**src/design/fsl_pkg.sv**
```systemverilog
// constants, states and timing shared by the flash security lock files
// assumes a single 100 MHz clock domain and a 16-bit security word input
package fsl_pkg;
  // -------------------------------------------------------------------
  // flash layout
  // -------------------------------------------------------------------
  localparam logic [31:0] SEC_WORD_ADDR  = 32'h0010_0000; // security word
  localparam logic [31:0] TRIM_WORD_ADDR = 32'h0010_0004; // trimming word
  localparam logic [15:0] PROT_CODE      = 16'h0001;      // armed value
  localparam int          TRIM_BITS      = 10;            // mirrored trim bits
  localparam logic [31:0] INVALID_DATA   = 32'h0000_0000; // blanked read value
  // -------------------------------------------------------------------
  // boot modes
  // -------------------------------------------------------------------
  localparam logic [1:0]  MODE_USER      = 2'h0;          // user mode
  localparam logic [1:0]  MODE_SERIAL    = 2'h1;          // serial writer mode
  // -------------------------------------------------------------------
  // timing
  // -------------------------------------------------------------------
  localparam int          SYNC_WAIT      = 3;             // cycles to fill syncs
  localparam int          CLK_HZ         = 100_000_000;   // system clock rate
  localparam int          BAUD_4M        = 9600;          // baud at 4 MHz
  localparam int          BAUD_8M        = 19200;         // baud at 8 MHz
  localparam int          BAUD_16M       = 38400;         // baud at 16 MHz
  localparam int          BAUD_20M       = 48000;         // baud at 20 MHz
  localparam int          BAUD_NO_OSC    = 9600;          // baud with no oscillator
  localparam int          DIV_W          = 16;            // divisor width
  // oscillator frequency codes
  localparam logic [1:0]  OSC_4M         = 2'h0;
  localparam logic [1:0]  OSC_8M         = 2'h1;
  localparam logic [1:0]  OSC_16M        = 2'h2;
  localparam logic [1:0]  OSC_20M        = 2'h3;
  // lock sequencer states
  typedef enum logic [1:0] {ST_INIT, ST_WAIT, ST_RUN} fsl_state_t;
endpackage : fsl_pkg

```
**src/design/fsl_baud_if.sv**
```systemverilog
// interface carrying the baud divisor and tick between top and generator
// assumes both ends run on the same clock
interface fsl_baud_if;
  logic [fsl_pkg::DIV_W-1:0] div;  // cycles per bit
  logic                      run;  // generator enable
  logic                      tick; // one cycle per bit period
  modport ctrl (output div, output run, input tick);
  modport gen  (input div, input run, output tick);
endinterface : fsl_baud_if

```
**src/design/flash_security_lock.sv**
```systemverilog
// flash read-out protection lock with boot mode and serial link selection
// assumes flash supplies the security word at reset release and that the
// trim/erase sequencer, uart shifter and debug port sit outside this block
module flash_security_lock #(
  parameter int DIV_4M    = fsl_pkg::CLK_HZ / fsl_pkg::BAUD_4M,    // 9600 bps
  parameter int DIV_8M    = fsl_pkg::CLK_HZ / fsl_pkg::BAUD_8M,    // 19200 bps
  parameter int DIV_16M   = fsl_pkg::CLK_HZ / fsl_pkg::BAUD_16M,   // 38400 bps
  parameter int DIV_20M   = fsl_pkg::CLK_HZ / fsl_pkg::BAUD_20M,   // 48000 bps
  parameter int DIV_NOOSC = fsl_pkg::CLK_HZ / fsl_pkg::BAUD_NO_OSC // no oscillator
) (
  input  wire logic        clk,
  input  wire logic        resetn,
  input  wire logic [1:0]  boot_mode_pins,
  input  wire logic        serial_in_select_pin,
  input  wire logic [15:0] sec_word,
  input  wire logic        comm_start,
  input  wire logic        osc_present,
  input  wire logic [1:0]  osc_freq_sel,
  input  wire logic        cmd_valid,
  input  wire logic        cmd_chip_erase,
  output logic             cmd_accept,
  output logic             cmd_reject,
  input  wire logic        chip_erase_done,
  input  wire logic        rd_valid,
  input  wire logic [31:0] rd_data_in,
  output logic [31:0]      rd_data_out,
  output logic             rd_data_valid,
  input  wire logic        dbg_req,
  output logic             dbg_grant,
  input  wire logic        erase_trim_req,
  input  wire logic        erase_sec_req,
  output logic             erase_trim,
  output logic             erase_sec,
  input  wire logic        uart_tx_data,
  output logic             serial_out_pin,
  output logic             serial_out_oe,
  output logic             uart_rx_data,
  output logic             baud_tick,
  output logic             secured,
  output logic             serial_writer_mode,
  output logic             link_is_uart,
  output logic             unlock_pending,
  output logic             lock_ready
);
  // -------------------------------------------------------------------
  // pin synchronisers
  // -------------------------------------------------------------------
  logic [2:0] md0_s_r, md1_s_r, sel_s_r; // three-stage syncs
  logic       md0_f_r, md1_f_r, sel_f_r; // filtered pin levels

  // a change only counts once stages two and three agree
  always_ff @(posedge clk or negedge resetn) begin
    if (!resetn) begin
      md0_s_r <= 3'h0;
      md1_s_r <= 3'h0;
      sel_s_r <= 3'h0;
    end else begin
      md0_s_r <= {md0_s_r[1:0], boot_mode_pins[0]};
      md1_s_r <= {md1_s_r[1:0], boot_mode_pins[1]};
      sel_s_r <= {sel_s_r[1:0], serial_in_select_pin};
    end
  end

  // filters look only at stages two and three
  always_ff @(posedge clk or negedge resetn) begin
    if (!resetn) begin
      md0_f_r <= 1'b0;
      md1_f_r <= 1'b0;
      sel_f_r <= 1'b1;
    end else begin
      md0_f_r <= (md0_s_r[1] == md0_s_r[2]) ? md0_s_r[2] : md0_f_r;
      md1_f_r <= (md1_s_r[1] == md1_s_r[2]) ? md1_s_r[2] : md1_f_r;
      sel_f_r <= (sel_s_r[1] == sel_s_r[2]) ? sel_s_r[2] : sel_f_r;
    end
  end

  // -------------------------------------------------------------------
  // release sequencer and lock capture
  // -------------------------------------------------------------------
  fsl_pkg::fsl_state_t state_r, state_nxt; // sequencer state
  logic [1:0] wait_r;                      // sync fill counter
  logic [1:0] wait_nxt;
  logic       secured_r;                   // lock held until reset
  logic       serial_r;                    // serial writer mode latched
  logic       capture;                     // one-cycle capture strobe
  logic       armed;                       // security word matches

  // capture one edge after the third sync stage fills, so the filters have
  // already seen stages two and three agree on the strap level
  assign capture = (state_r == fsl_pkg::ST_WAIT) &&
                   (wait_r == 2'(fsl_pkg::SYNC_WAIT));
  assign armed   = (sec_word == fsl_pkg::PROT_CODE);

  always_comb begin
    state_nxt = state_r;
    wait_nxt  = wait_r;
    case (state_r)
      fsl_pkg::ST_INIT: state_nxt = fsl_pkg::ST_WAIT; // first edge after release
      fsl_pkg::ST_WAIT: begin
        wait_nxt = wait_r + 2'h1;
        if (capture) begin
          state_nxt = fsl_pkg::ST_RUN;
        end
      end
      fsl_pkg::ST_RUN:  state_nxt = fsl_pkg::ST_RUN; // nothing leaves but reset
      default:          state_nxt = fsl_pkg::ST_INIT;
    endcase
  end

  // wait lets the pin syncs settle before the strap is caught
  always_ff @(posedge clk or negedge resetn) begin
    if (!resetn) begin
      state_r <= fsl_pkg::ST_INIT;
      wait_r  <= 2'h0;
    end else begin
      state_r <= state_nxt;
      wait_r  <= wait_nxt;
    end
  end

  // lock and mode only change at the capture after a reset, so writing the
  // code or erasing it mid-session has no effect until the next reset
  always_ff @(posedge clk or negedge resetn) begin
    if (!resetn) begin
      secured_r <= 1'b0;
      serial_r  <= 1'b0;
    end else if (capture) begin
      secured_r <= armed;
      serial_r  <= ({md1_f_r, md0_f_r} == fsl_pkg::MODE_SERIAL);
    end
  end

  // chip erase done while secured: unlocked from the next reset on
  logic pend_r; // erase seen, release waits for reset
  always_ff @(posedge clk or negedge resetn) begin
    if (!resetn) begin
      pend_r <= 1'b0;
    end else if (secured_r && chip_erase_done) begin
      pend_r <= 1'b1;
    end
  end

  // -------------------------------------------------------------------
  // access gating
  // -------------------------------------------------------------------
  logic ready;    // capture complete
  logic cmd_ok;   // command passes the lock
  logic blank_rd; // reads replaced with invalid data

  assign ready      = (state_r == fsl_pkg::ST_RUN);
  // serial mode while secured keeps only chip erase
  assign cmd_ok     = ready && (!secured_r || !serial_r || cmd_chip_erase);
  assign cmd_accept = cmd_valid && cmd_ok;
  assign cmd_reject = cmd_valid && !cmd_ok;
  assign blank_rd   = !ready || (secured_r && serial_r);
  // debug never reaches the chip when secured, whatever the mode
  assign dbg_grant  = dbg_req && ready && !secured_r;

  // trimming data and security word share one erase unit
  assign erase_trim = erase_trim_req || erase_sec_req;
  assign erase_sec  = erase_trim_req || erase_sec_req;

  // read data is registered so blanking never glitches the bus
  always_ff @(posedge clk or negedge resetn) begin
    if (!resetn) begin
      rd_data_out   <= 32'h0000_0000;
      rd_data_valid <= 1'b0;
    end else begin
      rd_data_out   <= blank_rd ? fsl_pkg::INVALID_DATA : rd_data_in;
      rd_data_valid <= rd_valid;
    end
  end

  // -------------------------------------------------------------------
  // serial link selection
  // -------------------------------------------------------------------
  logic started_r; // communication has begun
  logic uart_r;    // link type, frozen at start

  // the select level is tracked until communication starts, then frozen
  always_ff @(posedge clk or negedge resetn) begin
    if (!resetn) begin
      started_r <= 1'b0;
      uart_r    <= 1'b1;
    end else begin
      if (ready && serial_r && comm_start) begin
        started_r <= 1'b1;
      end
      if (!started_r) begin
        uart_r <= sel_f_r;
      end
    end
  end

  logic uart_on; // uart pins active
  assign uart_on        = serial_r && started_r && uart_r;
  assign serial_out_oe  = uart_on;
  assign serial_out_pin = uart_on ? uart_tx_data : 1'b1; // idle high
  assign uart_rx_data   = uart_on ? sel_f_r : 1'b1;

  // -------------------------------------------------------------------
  // baud divisor selection
  // -------------------------------------------------------------------
  localparam int DIV_W = fsl_pkg::DIV_W; // local copy for the divisor casts
  fsl_baud_if bif ();
  logic [fsl_pkg::DIV_W-1:0] osc_div; // divisor from oscillator code

  assign osc_div = (osc_freq_sel == fsl_pkg::OSC_4M)  ? DIV_W'(DIV_4M)  :
                   (osc_freq_sel == fsl_pkg::OSC_8M)  ? DIV_W'(DIV_8M)  :
                   (osc_freq_sel == fsl_pkg::OSC_16M) ? DIV_W'(DIV_16M) :
                                                        DIV_W'(DIV_20M);
  assign bif.div = osc_present ? osc_div : DIV_W'(DIV_NOOSC);
  assign bif.run = uart_on;
  assign baud_tick = bif.tick;

  fsl_baud_gen u_baud (
    .clk    (clk),
    .resetn (resetn),
    .bif    (bif)
  );

  assign secured            = secured_r;
  assign serial_writer_mode = serial_r;
  assign link_is_uart       = uart_r;
  assign unlock_pending     = pend_r;
  assign lock_ready         = ready;
endmodule // flash_security_lock

```
**src/design/fsl_baud_gen.sv**
```systemverilog
// baud tick generator: divides the system clock by a runtime divisor
// assumes div is at least 2 and stable while run is high
module fsl_baud_gen (
  input  wire logic clk,
  input  wire logic resetn,
  fsl_baud_if.gen   bif
);
  // -------------------------------------------------------------------
  // divider
  // -------------------------------------------------------------------
  logic [fsl_pkg::DIV_W-1:0] cnt_r;   // current count
  logic [fsl_pkg::DIV_W-1:0] cnt_nxt; // next count
  logic                      wrap;    // last cycle of a bit

  assign wrap    = bif.run && (cnt_r == bif.div - 1'b1);
  assign cnt_nxt = (!bif.run || wrap) ? '0 : cnt_r + 1'b1;
  assign bif.tick = wrap;

  // count resets whenever run drops so the first bit is full length
  always_ff @(posedge clk or negedge resetn) begin
    if (!resetn) begin
      cnt_r <= '0;
    end else begin
      cnt_r <= cnt_nxt;
    end
  end
endmodule // fsl_baud_gen

```
**config.mk**
```make
export PLATFORM = sky130hd
export DESIGN_NAME = flash_security_lock
export DESIGN_NICKNAME = d
export VERILOG_FILES = /design/src/design/fsl_pkg.sv /design/src/design/fsl_baud_if.sv /design/src/design/flash_security_lock.sv /design/src/design/fsl_baud_gen.sv
export SDC_FILE = /design/constraint.sdc
export NUM_CORES = 1
export LEC_CHECK = 0
export BUFFER_PORTS_ARGS = -buffer_cell sky130_fd_sc_hd__buf_4
export CAP_MARGIN = 20
export CORE_ASPECT_RATIO = 0.75
export CORE_MARGIN = 2
export CORE_UTILIZATION = 53
export CTS_CLUSTER_DIAMETER = 200
export DETAILED_ROUTE_END_ITERATION = 8
export PLACE_DENSITY = 0.85
export SLEW_MARGIN = 10
export SYNTH_ARGS = -nofsm -noshare
export SYNTH_HDL_FRONTEND = slang
export SYNTH_SLANG_ARGS = --single-unit
```
**constraint.sdc**
```tcl
create_clock -name clk -period 3 [get_ports clk]
set_input_delay 0.3 -clock clk [delete_from_list [all_inputs] [get_ports clk]]
set_output_delay 0.3 -clock clk [all_outputs]
set_load 0.01 [all_outputs]
```
# Word-level counts from Yosys, hierarchy flattened
# Cells that the tools add are included.
[word_totals]
output_inout_bits = 47
inputBits = 65
register_bits = 70
elab_cells = 66
[classes]
n_reduce_logical = 25
n_mux = 10
n_addsub = 3
eq_ne = 12
[op_table]
columns = ["op", "n"]
rows = [
  ["32-bit 2-to-1 mux", 1],
  ["14-bit 2-to-1 mux", 2],
  ["16-bit by 1-bit adder with 16-bit output, second input constant", 1],
  ["16-bit by 1-bit equality test with 1-bit output, second input constant", 1],
  ["16-bit equality test", 1],
  ["16-bit 2-to-1 mux", 1],
  ["14-bit by 1-bit subtractor with 15-bit output, second input constant", 1],
  ["1-bit logical AND", 13],
  ["13-bit 2-to-1 mux", 1],
  ["10-bit 2-to-1 mux", 1],
  ["2-bit by 1-bit equality test with 1-bit output, second input constant", 3],
  ["2-bit equality test, second input constant", 3],
  ["2-bit one-hot mux with 3 select lines", 1],
  ["1-bit zero test", 5],
  ["1-bit logical OR", 5],
  ["2-bit zero test", 2],
  ["1-bit equality test", 3],
  ["2-bit by 1-bit adder with 2-bit output, second input constant", 1],
  ["1-bit 2-to-1 mux", 2],
  ["2-bit 2-to-1 mux", 1],
  ["2-bit != test, second input constant", 1],
]

# Logic depth before layout (Yosys ltp)
# Gate-level depths: netlist of run 1.
[depth]
depth_word = 10
mapped_depth = 11
mapped_depth_nobuf = 10

# Modules after synthesis
# From an unflattened synthesis of run 1, not the netlist that was laid out.
[hier_totals]
cells_unflattened = 318
area_unflattened_um2 = 3459.6
[modules_own_cells]
columns = ["mod", "cells_each", "area_each_um2", "instances"]
rows = [
  ["flash_security_lock", 149, 2003.2, 1],
  ["fsl_baud_gen", 169, 1456.4, 1],
]

# Least setup slack after synthesis of run 1
# OpenSTA, ideal clock, no wires.
[synth_timing]
path_kind = "input-to-output"
from = "input osc_freq_sel[0]"
to = "output baud_tick"
path_stages = 9
setup_slack_ns = 0.997
arrival_ns = 1.703
cell_sequence = "inv_1 -> ha_1 -> nand2_1 -> ha_1 -> xor2_1 -> o211ai_1 -> nor3_2 -> nand4bb_1 -> nor2_1"
[synth_between]
elab_chain_cells = 8
[synth_rtl]
columns = ["item", "line_no", "source"]
rows = [
  ["from (decl)", "flash_security_lock.sv:18", "input wire logic [1:0] osc_freq_sel,"],
  ["2-bit equality test", "flash_security_lock.sv:210", "(osc_freq_sel == fsl_pkg::OSC_16M) ? DIV_W'(DIV_16M) :"],
  ["10-bit 2-to-1 mux", "flash_security_lock.sv:210", ""],
  ["13-bit 2-to-1 mux", "flash_security_lock.sv:209", "(osc_freq_sel == fsl_pkg::OSC_8M) ? DIV_W'(DIV_8M) :"],
  ["14-bit 2-to-1 mux (*)", "flash_security_lock.sv:208", "assign osc_div = (osc_freq_sel == fsl_pkg::OSC_4M) ? DIV_W'(DIV_4M) :"],
  ["14-bit 2-to-1 mux (*)", "flash_security_lock.sv:212", "assign bif.div = osc_present ? osc_div : DIV_W'(DIV_NOOSC);"],
  ["14-bit by 1-bit subtractor with 15-bit output (*)", "fsl_baud_gen.sv:15", "assign wrap = bif.run && (cnt_r == bif.div - 1'b1);"],
  ["16-bit equality test (*)", "fsl_baud_gen.sv:15", ""],
  ["1-bit logical AND (*)", "fsl_baud_gen.sv:15", ""],
  ["to (decl)", "flash_security_lock.sv:38", "output logic baud_tick,"],
]
# Every way passes the cells marked *; elsewhere a longest branch is shown, timed or not.

# Final worst setup path of run 1
# Same ends and word-level chain as after synthesis.

==> results of run 1 <==
## stage by stage
step | hold WS (ps) | total power, W
3_3_place_gp | 333 | 0.00129
3_5_place_dp | 336 | 0.00130
5_1_grt | 37.5 | 0.00212
4_1_cts | 45.8 | 0.00205
6_report | 58.2 | 0.00203
2_1_floorplan | 4.41 | 0.00114
## worst paths after layout
path	end	slack, ps	from	cells past startpoint
worst max-delay path	baud_tick	590	osc_freq_sel[0]	11
worst min-delay path	rd_data_valid	60	resetn	1
worst max register to register	u_baud.cnt_r[12]	1120	u_baud.cnt_r[0]	7
worst min register to register	sel_s_r[1]	350	sel_s_r[0]	0
max in group asynchronous	sel_s_r[2]	2390	resetn	1
min in group clk	sel_s_r[0]	60	serial_in_select_pin	1
## power breakdown
part           total [W]  switching, W  internal (W)
Clock           0.000752      0.000346      0.000406
Combinational   0.000262      0.000119      0.000143
Sequential       0.00102     0.0000249      0.000993
## worst max-delay path: cells and delay by family
| family | cells | cell delay (ps) |
|---|---|---|
| buf+inv | 3 | 330 |
| xor+xnor | 1 | 140 |
| compound gates | 1 | 120 |
| fa+ha+maj | 2 | 530 |
| simple gates | 4 | 680 |
## layer usage
layer | wire length (um) | up-vias | GRT usage
li1 | - | 1123 | -
met3 | 536 | 12 | 0.0728
met4 | 130 | 0 | 0.0724
met2 | 3470 | 98 | 0.385
met5 | 0 | - | 0
met1 | 2860 | 1164 | 0.303
## layout by cell type, fill, tap and decap left out, types with 2 or more instances in the layout
master,count
nand4_1,5
inv_1,8
maj3_1,3
nand2_1,16
a311o_1,2
buf_4,114
clkbuf_8,10
clkinvlp_4,2
nand3_1,8
o21ai_0,7
nand2b_1,3
dfrtp_1,68
nor4b_1,3
xor2_1,12
ha_1,10
nor2_2,9
nor4_1,4
a21oi_1,2
xnor2_1,8
mux2_2,2
or2_2,3
nor2_1,14
and3_1,34
dfstp_2,2
nor3_1,4
## flip-flops by register name, summed over array words and instances (netlist names)
signal              flops
rd_data_out            32
u_baud.cnt_r           16
md0_s_r                 3
md1_s_r                 3
sel_s_r                 3
state_r                 2
wait_r                  2
link_is_uart            1
md0_f_r                 1
md1_f_r                 1
rd_data_valid           1
secured                 1
sel_f_r                 1
serial_writer_mode      1
started_r               1
unlock_pending          1
## cells by family (layout without fill, tap and decap cells)
kind of cell    after synthesis  in the layout  synth area share
simple gates                114            114             0.219
flops                        70             70             0.579
compound gates               21             21            0.0479
xor+xnor                     20             20            0.0578
buf+inv                      20            138            0.0372
fa+ha+maj                    13             13            0.0512
mux                           2              2           0.00743
## final cells by class
cell class              instances  area (sq um)  area share
clock inverters                 5          58.8      0.0144
clock buffers                  11           141      0.0345
well taps                      75          93.8      0.0229
multi-input cells             170          1160       0.284
inverters                       8          30.0     0.00733
flip-flops and latches         70          1750       0.428
repair buffers                114           856       0.209
## synth_stat cells (4+ instances only)
cell type and n:
xor2_1 12, xnor2_1 8, nand2_1 16, o21ai_0 7
nand3_1 8, nor2_1 14, buf_6 4, ha_1 10
and3_1 34, nor2_2 9, inv_1 8, clkbuf_1 6
nor4_1 4, nor3_1 4, nand4_1 5, dfrtp_1 68
==> results by group, run 1 <==
Outcome
  – Outcome: finished, final reports clean

Yosys
  – Post-Syn Area per Cell: 11.7 sq um
  – Distinct cells, synth: 47
  – Number of synthesized flops with an enable pin: 0
  – Async set-reset flop share out of synthesis: 1.00
  – Synth area leader: dfrtp_1
  – Synth warnings: 0
  – Top cell type's share of synthesized area: 0.562
  – Post-Syn Instances: 260
  – Top cells by area, synth: dfrtp_1, and3_1, ha_1, xor2_1, xnor2_1
  – Fraction of the yosys area taken by sequential cells: 0.579
  – Synth Flop Type: dfrtp_1
  – Mapped Nets: 335
  – #FFs+latches synth: 70
  – Post-Syn Area: roughly 0.003 sq mm

Clock network
  – Post-CTS Resized: 0
  – CTS tree: done
  – CTS Buf Count: 9
  – Bufs on Longest Clock Path: 2
  – CTS sink count: 70
  – Clk_lat worst skew: between 300 and 400 ps
  – Root Buffer: clkbuf_8
  – Worst-path clk slew: 70 ps
  – Post-CTS Setup Inserts: 0
  – H-tree Lvls: 3
  – Cts hold-fix bufs: 0

Layout
  – Non-Filler Instances: roughly 450
  – Filler Cells Inserted: 376
  – Antenna diodes: 0
  – Synth-to-Final Area Change: 35.2%
  – Layout Nets: ~450
  – Layout cells sized above 1: 0.399
  – Fin area: 0.00410 sq mm
  – Util after Layout: 0.753

Die
  – Initial Utilization: 0.557
  – Core box area: 0.00544 sq mm
  – Die Wd: slightly above 90 um
  – Die Ht: 69.5 um
  – Rows: 23
  – Die ar.: 0.00634 sq mm
  – Top-level I/O count: 112

Timing
  – Least-Margin Pin Slew: 845 ps
  – Tcrit/Tclk final: 0.804
  – Post-Route Setup TNS: 0 ps
  – Final hold violation count: 0
  – RSZ-0062 raised after global routing: no
  – Final-report max-slew violation count: 0
  – # setup viols final: 0
  – F_max: about 410 MHz
  – Slew margin rel.: 0.436
  – Clock Skew: ~6 ps
  – Tmin final: 2410 ps
  – Post-route worst setup slack: a little under 600 ps

Setup path
  – Cell Chain, Critical Path: buf_4 -> inv_1 -> ha_1 -> nand2_1 -> ha_1 -> xor2_1 -> o211ai_1 -> nor3_2 -> nand4bb_1 -> nor2_1 -> buf_4
  – CP peak stage delay: 280 ps
  – CP max-delay cell: ha_1
  – Critical path required time: 2700 ps
  – Crit end category: output pin
  – CP Class: in2out
  – Max Fanout on Critical Path: 6
  – Startpoint types: primary input
  – WP data arrival: 2110 ps

Placed design
  – DP HPWL: 4980 um
  – Number of instances in the placed design: 437
  – Port Buf Inserts: between 100 and 150
  – Final GP Congestion: between 0.8 and 0.9
  – Post-DP Area: 0.00390 sq mm
  – DP Worst Slack: 594 ps

Global route
  – Initial antenna violation count: 0
  – GRT overflow: 0
  – Largest net degree at the start of global routing: 71
  – Global-route wire length before repair: roughly 12000 um
  – Gr usage total: 0.235
  – Vias in the first global route: approximately 2.4k

Drt
  – Routed len/inst: 15.4 um
  – Antenna viol nets, final: 0
  – Routed vias: 2397
  – Vias per inst: between 5 and 6
  – Detailed Route Iter0 Violations: 187
  – DR pass1 iterations: 4
  – Routed WL: 6990 um
  – DRC Markers: 0

Power
  – Pleak: 1.97 nW
  – Worst VDD drop: 0.343 mV
  – Power per Cell Area: 496 mW/mm^2

Run
  – Maxcap violations: 0

Hold path
  – Class of the worst hold path: in2async
(Power assumes the default switching activity.)
==> run 2, diff against run 1 <==
--- a/config.mk
+++ b/config.mk
@@ -5,14 +5,15 @@
 export SDC_FILE = /design/constraint.sdc
 export NUM_CORES = 1
 export LEC_CHECK = 0
+export ABC_AREA = 1
 export BUFFER_PORTS_ARGS = -buffer_cell sky130_fd_sc_hd__buf_4
 export CAP_MARGIN = 20
 export CORE_ASPECT_RATIO = 0.75
 export CORE_MARGIN = 2
-export CORE_UTILIZATION = 53
+export CORE_UTILIZATION = 44
 export CTS_CLUSTER_DIAMETER = 200
 export DETAILED_ROUTE_END_ITERATION = 8
-export PLACE_DENSITY = 0.85
+export PLACE_DENSITY = 0.75
 export SLEW_MARGIN = 10
 export SYNTH_ARGS = -nofsm -noshare
 export SYNTH_HDL_FRONTEND = slang
==> constraint.sdc (replaced) <==
create_clock -name clk -period 2 [get_ports clk]
set_input_delay 0.2 -clock clk [delete_from_list [all_inputs] [get_ports clk]]
set_output_delay 0.2 -clock clk [all_outputs]
set_load 0.01 [all_outputs]
==> results by group, run 2 <==
Layout
  – Filler Cells Inserted: 565 (was 376)
  – Largest regs: rd_data_out (32), u_baud.cnt_r (16) (unchanged)
  – Synth-to-Final Area Change: 39.4% (was 35.2%)
  – Largest Register: rd_data_out (unchanged)
  – Layout cells sized above 1: 0.344 (was 0.399)
  – Antenna diodes: 0 (unchanged)
  – Non-Filler Instances: 537 (was 453)
  – FF+latch area: 0.00175 sq mm (unchanged)
  – Util after Layout: 0.627 (was 0.753)
  – Max reg flops: 32 (unchanged)
  – Commonest non-fill, non-tap cell in the layout: buf_4 (unchanged)
  – Multi-input gate area: 0.00102 sq mm (was 0.00116 sq mm)
  – Most frequent cells in the layout: buf_4, dfrtp_1, inv_1 (was buf_4, dfrtp_1, and3_1)
  – Layout Nets: 523 (was 448)

Drt
  – Routed len/inst: 11.7 um (was 15.4 um)
  – Antenna viol nets, final: 0 (unchanged)
  – DRC Markers: 0 (unchanged)
  – Detailed Route Iter0 Violations: 68 (was 187)
  – Routed vias: 2438 (was 2397)
  – Vias per inst: 4.54 (was 5.29)
  – DR pass1 iterations: 4 (unchanged)
  – Routed WL: 6260 um (was 6990 um)

Die
  – Initial Utilization: 0.450 (was 0.557)
  – Die Wd: 100 um (was 91.3 um)
  – Die Ht: 76.0 um (was 69.5 um)
  – Top-level I/O count: 112 (unchanged)
  – Die ar.: 0.00760 sq mm (was 0.00634 sq mm)
  – Core box area: 0.00677 sq mm (was 0.00544 sq mm)
  – Rows: 26 (was 23)

Yosys
  – Post-Synth Adder-Cell Area: 0.0510 (was 0.0512)
  – Synth area leader: dfrtp_1 (unchanged)
  – Top cells by area, synth: dfrtp_1, inv_1, nor2_1, nand2_1, ha_1 (was dfrtp_1, and3_1, ha_1, xor2_1, xnor2_1)
  – Top cell type's share of synthesized area: 0.559 (was 0.562)
  – Multiplexer share of the synthesized area: 0.00370 (was 0.00743)
  – Number of synthesized flops with an enable pin: 0 (unchanged)
  – Mapped Nets: 399 (was 335)
  – Largest family of logic cells by synthesized area: simple AND/OR/NAND/NOR gates (unchanged)
  – Post-Syn Area: 0.00304 sq mm (was 0.00303 sq mm)
  – Post-Syn Area per Cell: 9.39 sq um (was 11.7 sq um)
  – #FFs+latches synth: 70 (unchanged)
  – Simple-gate portion of the synthesized area: 0.202 (was 0.219)
  – Most frequent cells after synthesis: dfrtp_1, inv_1, nor2_1, nand2_1, nand3_1 (was dfrtp_1, and3_1, nand2_1, nor2_1, xor2_1)
  – Synth Area in Compound Gates: 0.0284 (was 0.0479)
  – Async set-reset flop share out of synthesis: 1.00 (unchanged)
  – Synth Flop Type: dfrtp_1 (unchanged)
  – Post-Syn Instances: 324 (was 260)
  – Xor and xnor area share after synthesis: 0.0432 (was 0.0578)
  – Count leader, synth: dfrtp_1 (unchanged)
  – Synth warnings: 0 (unchanged)
  – Fraction of the yosys area taken by sequential cells: 0.576 (was 0.579)
  – Distinct cells, synth: 29 (was 47)

Setup path
  – Worst R2R Setup Slack: 350 ps (was 1120 ps)
  – Startpoint types: primary input (unchanged)
  – Crit end category: output pin (unchanged)
  – Max Fanout on Critical Path: 4 (was 6)
  – Reg2reg path depth: 8 (was 7)
  – WP data arrival: 1690 ps (was 2110 ps)
  – CP Launch Point: osc_freq_sel[0] (unchanged)
  – Worst R2R Start: u_baud.cnt_r[0] (unchanged)
  – Critical path required time: 1800 ps (was 2700 ps)
  – CP Class: in2out (unchanged)

Clock network
  – H-tree Lvls: 3 (unchanged)
  – CTS Buf Count: 9 (unchanged)
  – CTS tree: done (unchanged)
  – Root Buffer: clkbuf_8 (unchanged)
  – Worst-path clk slew: 80 ps (was 70 ps)
  – Bufs on Longest Clock Path: 2 (unchanged)
  – Clk_lat worst skew: 340 ps (about the same)
  – CTS sink count: 70 (unchanged)

Global route
  – GRT overflow: 0 (unchanged)
  – Vias in the first global route: 2568 (was 2380)
  – Global-route wire length before repair: 10800 um (was 11700 um)
  – Largest net degree at the start of global routing: 71 (unchanged)
  – Gr usage total: 0.179 (was 0.235)
  – Initial antenna violation count: 0 (unchanged)

Hold path
  – Class of the worst hold path: in2reg (was in2async)
  – Worst hold start: chip_erase_done
  – Hold Path Depth: 2

Timing
  – # setup viols final: 0 (unchanged)
  – Tcrit/Tclk final: 0.944
  – Least-Margin Pin Slew: 854 ps (was 845 ps)
  – Tmin final: 1890 ps
  – Final-report max-slew violation count: 0 (unchanged)
  – Post-route worst setup slack: 112 ps (was 587 ps)
  – F_max: 530 MHz
  – Slew margin rel.: 0.431 (was 0.436)
  – Final hold violation count: 0 (unchanged)
  – Clock Skew: 9.94 ps (was 6.01 ps)
  – Post-Route Setup TNS: 0 ps (unchanged)

Placed design
  – Final GP Congestion: 0.890 (was 0.882)
  – DP HPWL: 4630 um (was 4980 um)
  – Port Buf Inserts: 111 (unchanged)
  – Number of instances in the placed design: 515 (was 437)
  – DP Worst Slack: 45.7 ps (was 594 ps)

Run
  – Maxcap violations: 0 (unchanged)

Power
  – Pleak: 2.18 nW (was 1.97 nW)
  – Worst VDD drop: 0.516 mV (was 0.343 mV)
  – Power per Cell Area: 735 mW/mm^2 (was 496 mW/mm^2)

Outcome
  – Outcome: finished, final reports clean (unchanged)
-- run 2: kinds of logic after synthesis --
kind of cell / after synthesis
adder cells (fa/ha/maj): 13
flip-flops: 70
XOR/XNOR: 15
AO/OA/AOI/OAI: 16
multiplexers: 1
AND/OR/NAND/NOR: 139
buffers and inverters: 70
-- run 2: stage by stage --
stage          hold slack (ps)  area (sq um)  total power, W
2_1_floorplan            -95.6          3040         0.00169
3_3_place_gp               310          3950         0.00191
3_5_place_dp               311          3950         0.00192
4_1_cts                   52.1          4210         0.00316
5_1_grt                   52.6          4240         0.00327
6_report                  64.9          4240         0.00312
-- run 2: per-layer routing --
metal	up-vias	track usage	wire (um)
li1	1216	-	-
met5	-	0	0
met2	110	0.273	2750
met3	9	0.0917	748
met1	1103	0.217	2680
met4	0	0.0699	76
-- run 2: layout make-up --
cell class | count | share of cell area
Clock buffer | 11 | 0.0310
Clock inverter | 5 | 0.0198
Inverter | 64 | 0.0566
Multi-Input combinational cell | 184 | 0.241
Sequential cell | 70 | 0.414
Tap cell | 84 | 0.0248
Timing Repair Buffer | 119 | 0.214
-- run 2: what timing repair did --
action	in CTS	in global routing
hold buffers	5	0
resized for setup	0	6
buffers inserted	0	1
endpoints found under the setup margin	0	3
endpoints found under the hold margin	23	0
-- run 2: final timing paths --
kind                                    end
min in group asynchronous     rd_data_valid
hold reg to reg                  sel_s_r[1]
hold / removal               unlock_pending
setup reg to reg           u_baud.cnt_r[14]
max in group asynchronous   rd_data_out[10]
setup / recovery                  baud_tick
-- run 2: worst max-delay path: stages --
cell and delay, ps:
buf_4 130, inv_2 60, ha_2 190, nand2_2 90, ha_4 280, inv_1 30
nand2_1 50, nand2_1 50, nor2_1 100, nand3_1 80, nor2_1 120, nand3_2 100
nor2_2 80, buf_4 120
-- run 2: power by group --
group / internal, W / switching [W]
Sequential: 0.00149 / 0.0000288
Combinational: 0.000205 / 0.000184
Clock: 0.000705 / 0.000510
Total: 0.00240 / 0.000723
==> run 3, diff against run 2 <==
--- a/config.mk
+++ b/config.mk
@@ -8,7 +8,6 @@
 export ABC_AREA = 1
 export BUFFER_PORTS_ARGS = -buffer_cell sky130_fd_sc_hd__buf_4
 export CAP_MARGIN = 20
-export CORE_ASPECT_RATIO = 0.75
 export CORE_MARGIN = 2
 export CORE_UTILIZATION = 44
 export CTS_CLUSTER_DIAMETER = 200
==> results by group, run 3 (synthesized netlist as in run 2, its figures left out) <==
Outcome
  – Outcome: finished, violations left (was finished, final reports clean)
  – Failing checks: hold timing

Power
  – Power per Cell Area: 720 mW/mm^2 (was 735 mW/mm^2)
  – Pleak: 2.18 nW (about the same)
  – Worst VDD drop: 0.555 mV (was 0.516 mV)
  – Total power: 0.00302 W (was 0.00312 W)

Die
  – Die ar.: 0.00760 sq mm (about the same)
  – Die Ht: 87.2 um (was 76.0 um)
  – Initial Utilization: 0.450 (about the same)
  – Rows: 30 (was 26)
  – Top-level I/O count: 112 (unchanged)
  – Core box area: 0.00676 sq mm (was 0.00677 sq mm)
  – Die Wd: 87.2 um (was 100 um)

Clock network
  – Bufs on Longest Clock Path: 2 (unchanged)
  – CTS Buf Count: 9 (unchanged)
  – CTS tree: done (unchanged)
  – Clk_lat worst skew: 330 ps (was 340 ps)
  – CTS sink count: 70 (unchanged)
  – Worst-path clk slew: 70 ps (was 80 ps)
  – H-tree Lvls: 3 (unchanged)
  – Root Buffer: clkbuf_8 (unchanged)

Drt
  – DRC Markers: 0 (unchanged)
  – Routed vias: 2409 (was 2438)
  – DR pass1 iterations: 4 (unchanged)
  – Routed len/inst: 11.9 um (was 11.7 um)
  – Vias per inst: 4.53 (was 4.54)
  – Detailed Route Iter0 Violations: 103 (was 68)
  – Antenna viol nets, final: 0 (unchanged)
  – Routed WL: 6340 um (was 6260 um)

Run
  – Maxcap violations: 0 (unchanged)

Setup path
  – Largest delay share family, worst path: simple AND/OR/NAND/NOR gates (unchanged)
  – WP buf/inv: 4 (unchanged)
  – Max Fanout on Critical Path: 4 (unchanged)
  – CP max-delay cell: ha_1 (was ha_4)
  – Crit end category: output pin (unchanged)
  – Critical path required time: 1800 ps (about the same)
  – CP peak stage delay: 300 ps (was 280 ps)
  – Cell Chain, Critical Path: buf_4 -> inv_2 -> ha_2 -> nand2_1 -> ha_1 -> inv_1 -> nand2_1 -> nand2_1 -> nor2_1 -> nand3_1 -> nor2_2 -> nand3_2 -> nor2_1 -> buf_4 (was buf_4 -> inv_2 -> ha_2 -> nand2_2 -> ha_4 -> inv_1 -> nand2_1 -> nand2_1 -> nor2_1 -> nand3_1 -> nor2_1 -> nand3_2 -> nor2_2 -> buf_4)
  – Startpoint types: primary input (unchanged)
  – CP Class: in2out (unchanged)
  – Critical path's most frequent cell: nand2_1
  – WP data arrival: 1690 ps (about the same)

Timing
  – F_max: 528 MHz (was 530 MHz)
  – Final hold violation count: 48 (was 0)
  – Hold WS: -28.1 ps (was 64.9 ps)
  – Post-Route Setup TNS: 0 ps (unchanged)
  – Least-Margin Pin Slew: 840 ps (was 854 ps)
  – # setup viols final: 0 (unchanged)
  – Final-report max-slew violation count: 0 (unchanged)
  – RSZ-0062 raised after global routing: no
  – Clock Skew: 6.85 ps (was 9.94 ps)
  – Post-route worst setup slack: 106 ps (was 112 ps)
  – Slew margin rel.: 0.440 (was 0.431)
  – Tmin final: 1890 ps (about the same)
  – Tcrit/Tclk final: 0.947 (was 0.944)

Layout
  – Synth-to-Final Area Change: 37.8% (was 39.4%)
  – Filler Cells Inserted: 559 (was 565)
  – Max reg flops: 32 (unchanged)
  – Most frequent cells in the layout: buf_4, dfrtp_1, inv_1 (unchanged)
  – Antenna diodes: 0 (unchanged)
  – Largest Register: rd_data_out (unchanged)
  – Non-Filler Instances: 532 (was 537)
  – Commonest non-fill, non-tap cell in the layout: buf_4 (unchanged)
  – FF+latch area: 0.00175 sq mm (unchanged)
  – Largest regs: rd_data_out (32), u_baud.cnt_r (16) (unchanged)
  – Layout Nets: 522 (was 523)
  – Multi-input gate area: 0.00100 sq mm (was 0.00102 sq mm)
  – Layout cells sized above 1: 0.341 (was 0.344)

Global route
  – GRT overflow: 0 (unchanged)
  – Initial antenna violation count: 0 (unchanged)
  – Vias in the first global route: 2475 (was 2568)
  – Global-route wire length before repair: 10500 um (was 10800 um)
  – Met2 GRT Util: 0.324 (was 0.273)
  – GR peak layer: met2 (unchanged)
  – Gr usage total: 0.178 (was 0.179)
  – Largest net degree at the start of global routing: 71 (unchanged)
  – M3 GR Usage: 0.0597 (was 0.0917)
  – GR Util met1: 0.190 (was 0.217)

Placed design
  – Port Buf Inserts: 111 (unchanged)
  – DP HPWL: 4680 um (was 4630 um)
  – Number of instances in the placed design: 511 (was 515)
  – DP Worst Slack: 24.1 ps (was 45.7 ps)
  – Final GP Congestion: 0.852 (was 0.890)

Hold path
  – Class of the worst hold path: in2async (was in2reg)
## run 3: power by group
group,switching (W),internal (W),leakage [nW]
clock network,0.000486,0.000638,0.106
logic,0.000179,0.000202,1.22
registers,0.0000266,0.00149,0.852
total,0.000692,0.00233,2.18
## run 3: timing repair
item                                    CTS  global route
hold endpoints to repair                  4             0
hold buffers                              4             0
resized for setup                         0             3
endpoints found under the setup margin    0             1
buffers inserted                          0             1
## run 3: final timing paths
kind,from,endpoint,slack (ps),cells after the start
min in group clk,chip_erase_done,unlock_pending,70,2
max in group asynchronous,resetn,u_baud.cnt_r[1],1480,1
setup reg to reg,u_baud.cnt_r[11],u_baud.cnt_r[1],390,9
setup / recovery,osc_freq_sel[0],baud_tick,110,14
hold reg to reg,sel_s_r[0],sel_s_r[1],350,0
hold / removal,resetn,md0_s_r[1],-30,1
## run 3: cell type report
cell class / count / share of cell area
Clock buffer: 12 / 0.0370
Clock inverter: 4 / 0.0107
Inverter: 64 / 0.0573
Multi-Input combinational cell: 184 / 0.239
Sequential cell: 70 / 0.418
Tap cell: 80 / 0.0239
Timing Repair Buffer: 118 / 0.214
## run 3: per-stage QoR
stage	hold WS, ps	utilization	cell area (sq um)
after floorplan	-95.6	-	3040
after global placement	309	0.583	3940
after detailed placement	311	0.583	3940
after CTS	6.82	0.619	4180
after global routing	46.1	0.621	4190
final	-28.1	0.621	4190
## run 3: metal layers
layer | wire [um] | vias to the layer above | part of all wire
li1 | - | 1218 | -
met1 | 2380 | 1117 | 0.38
met2 | 3430 | 63 | 0.54
met3 | 418 | 11 | 0.066
met4 | 107 | 0 | 0.017
met5 | 0 | - | 0
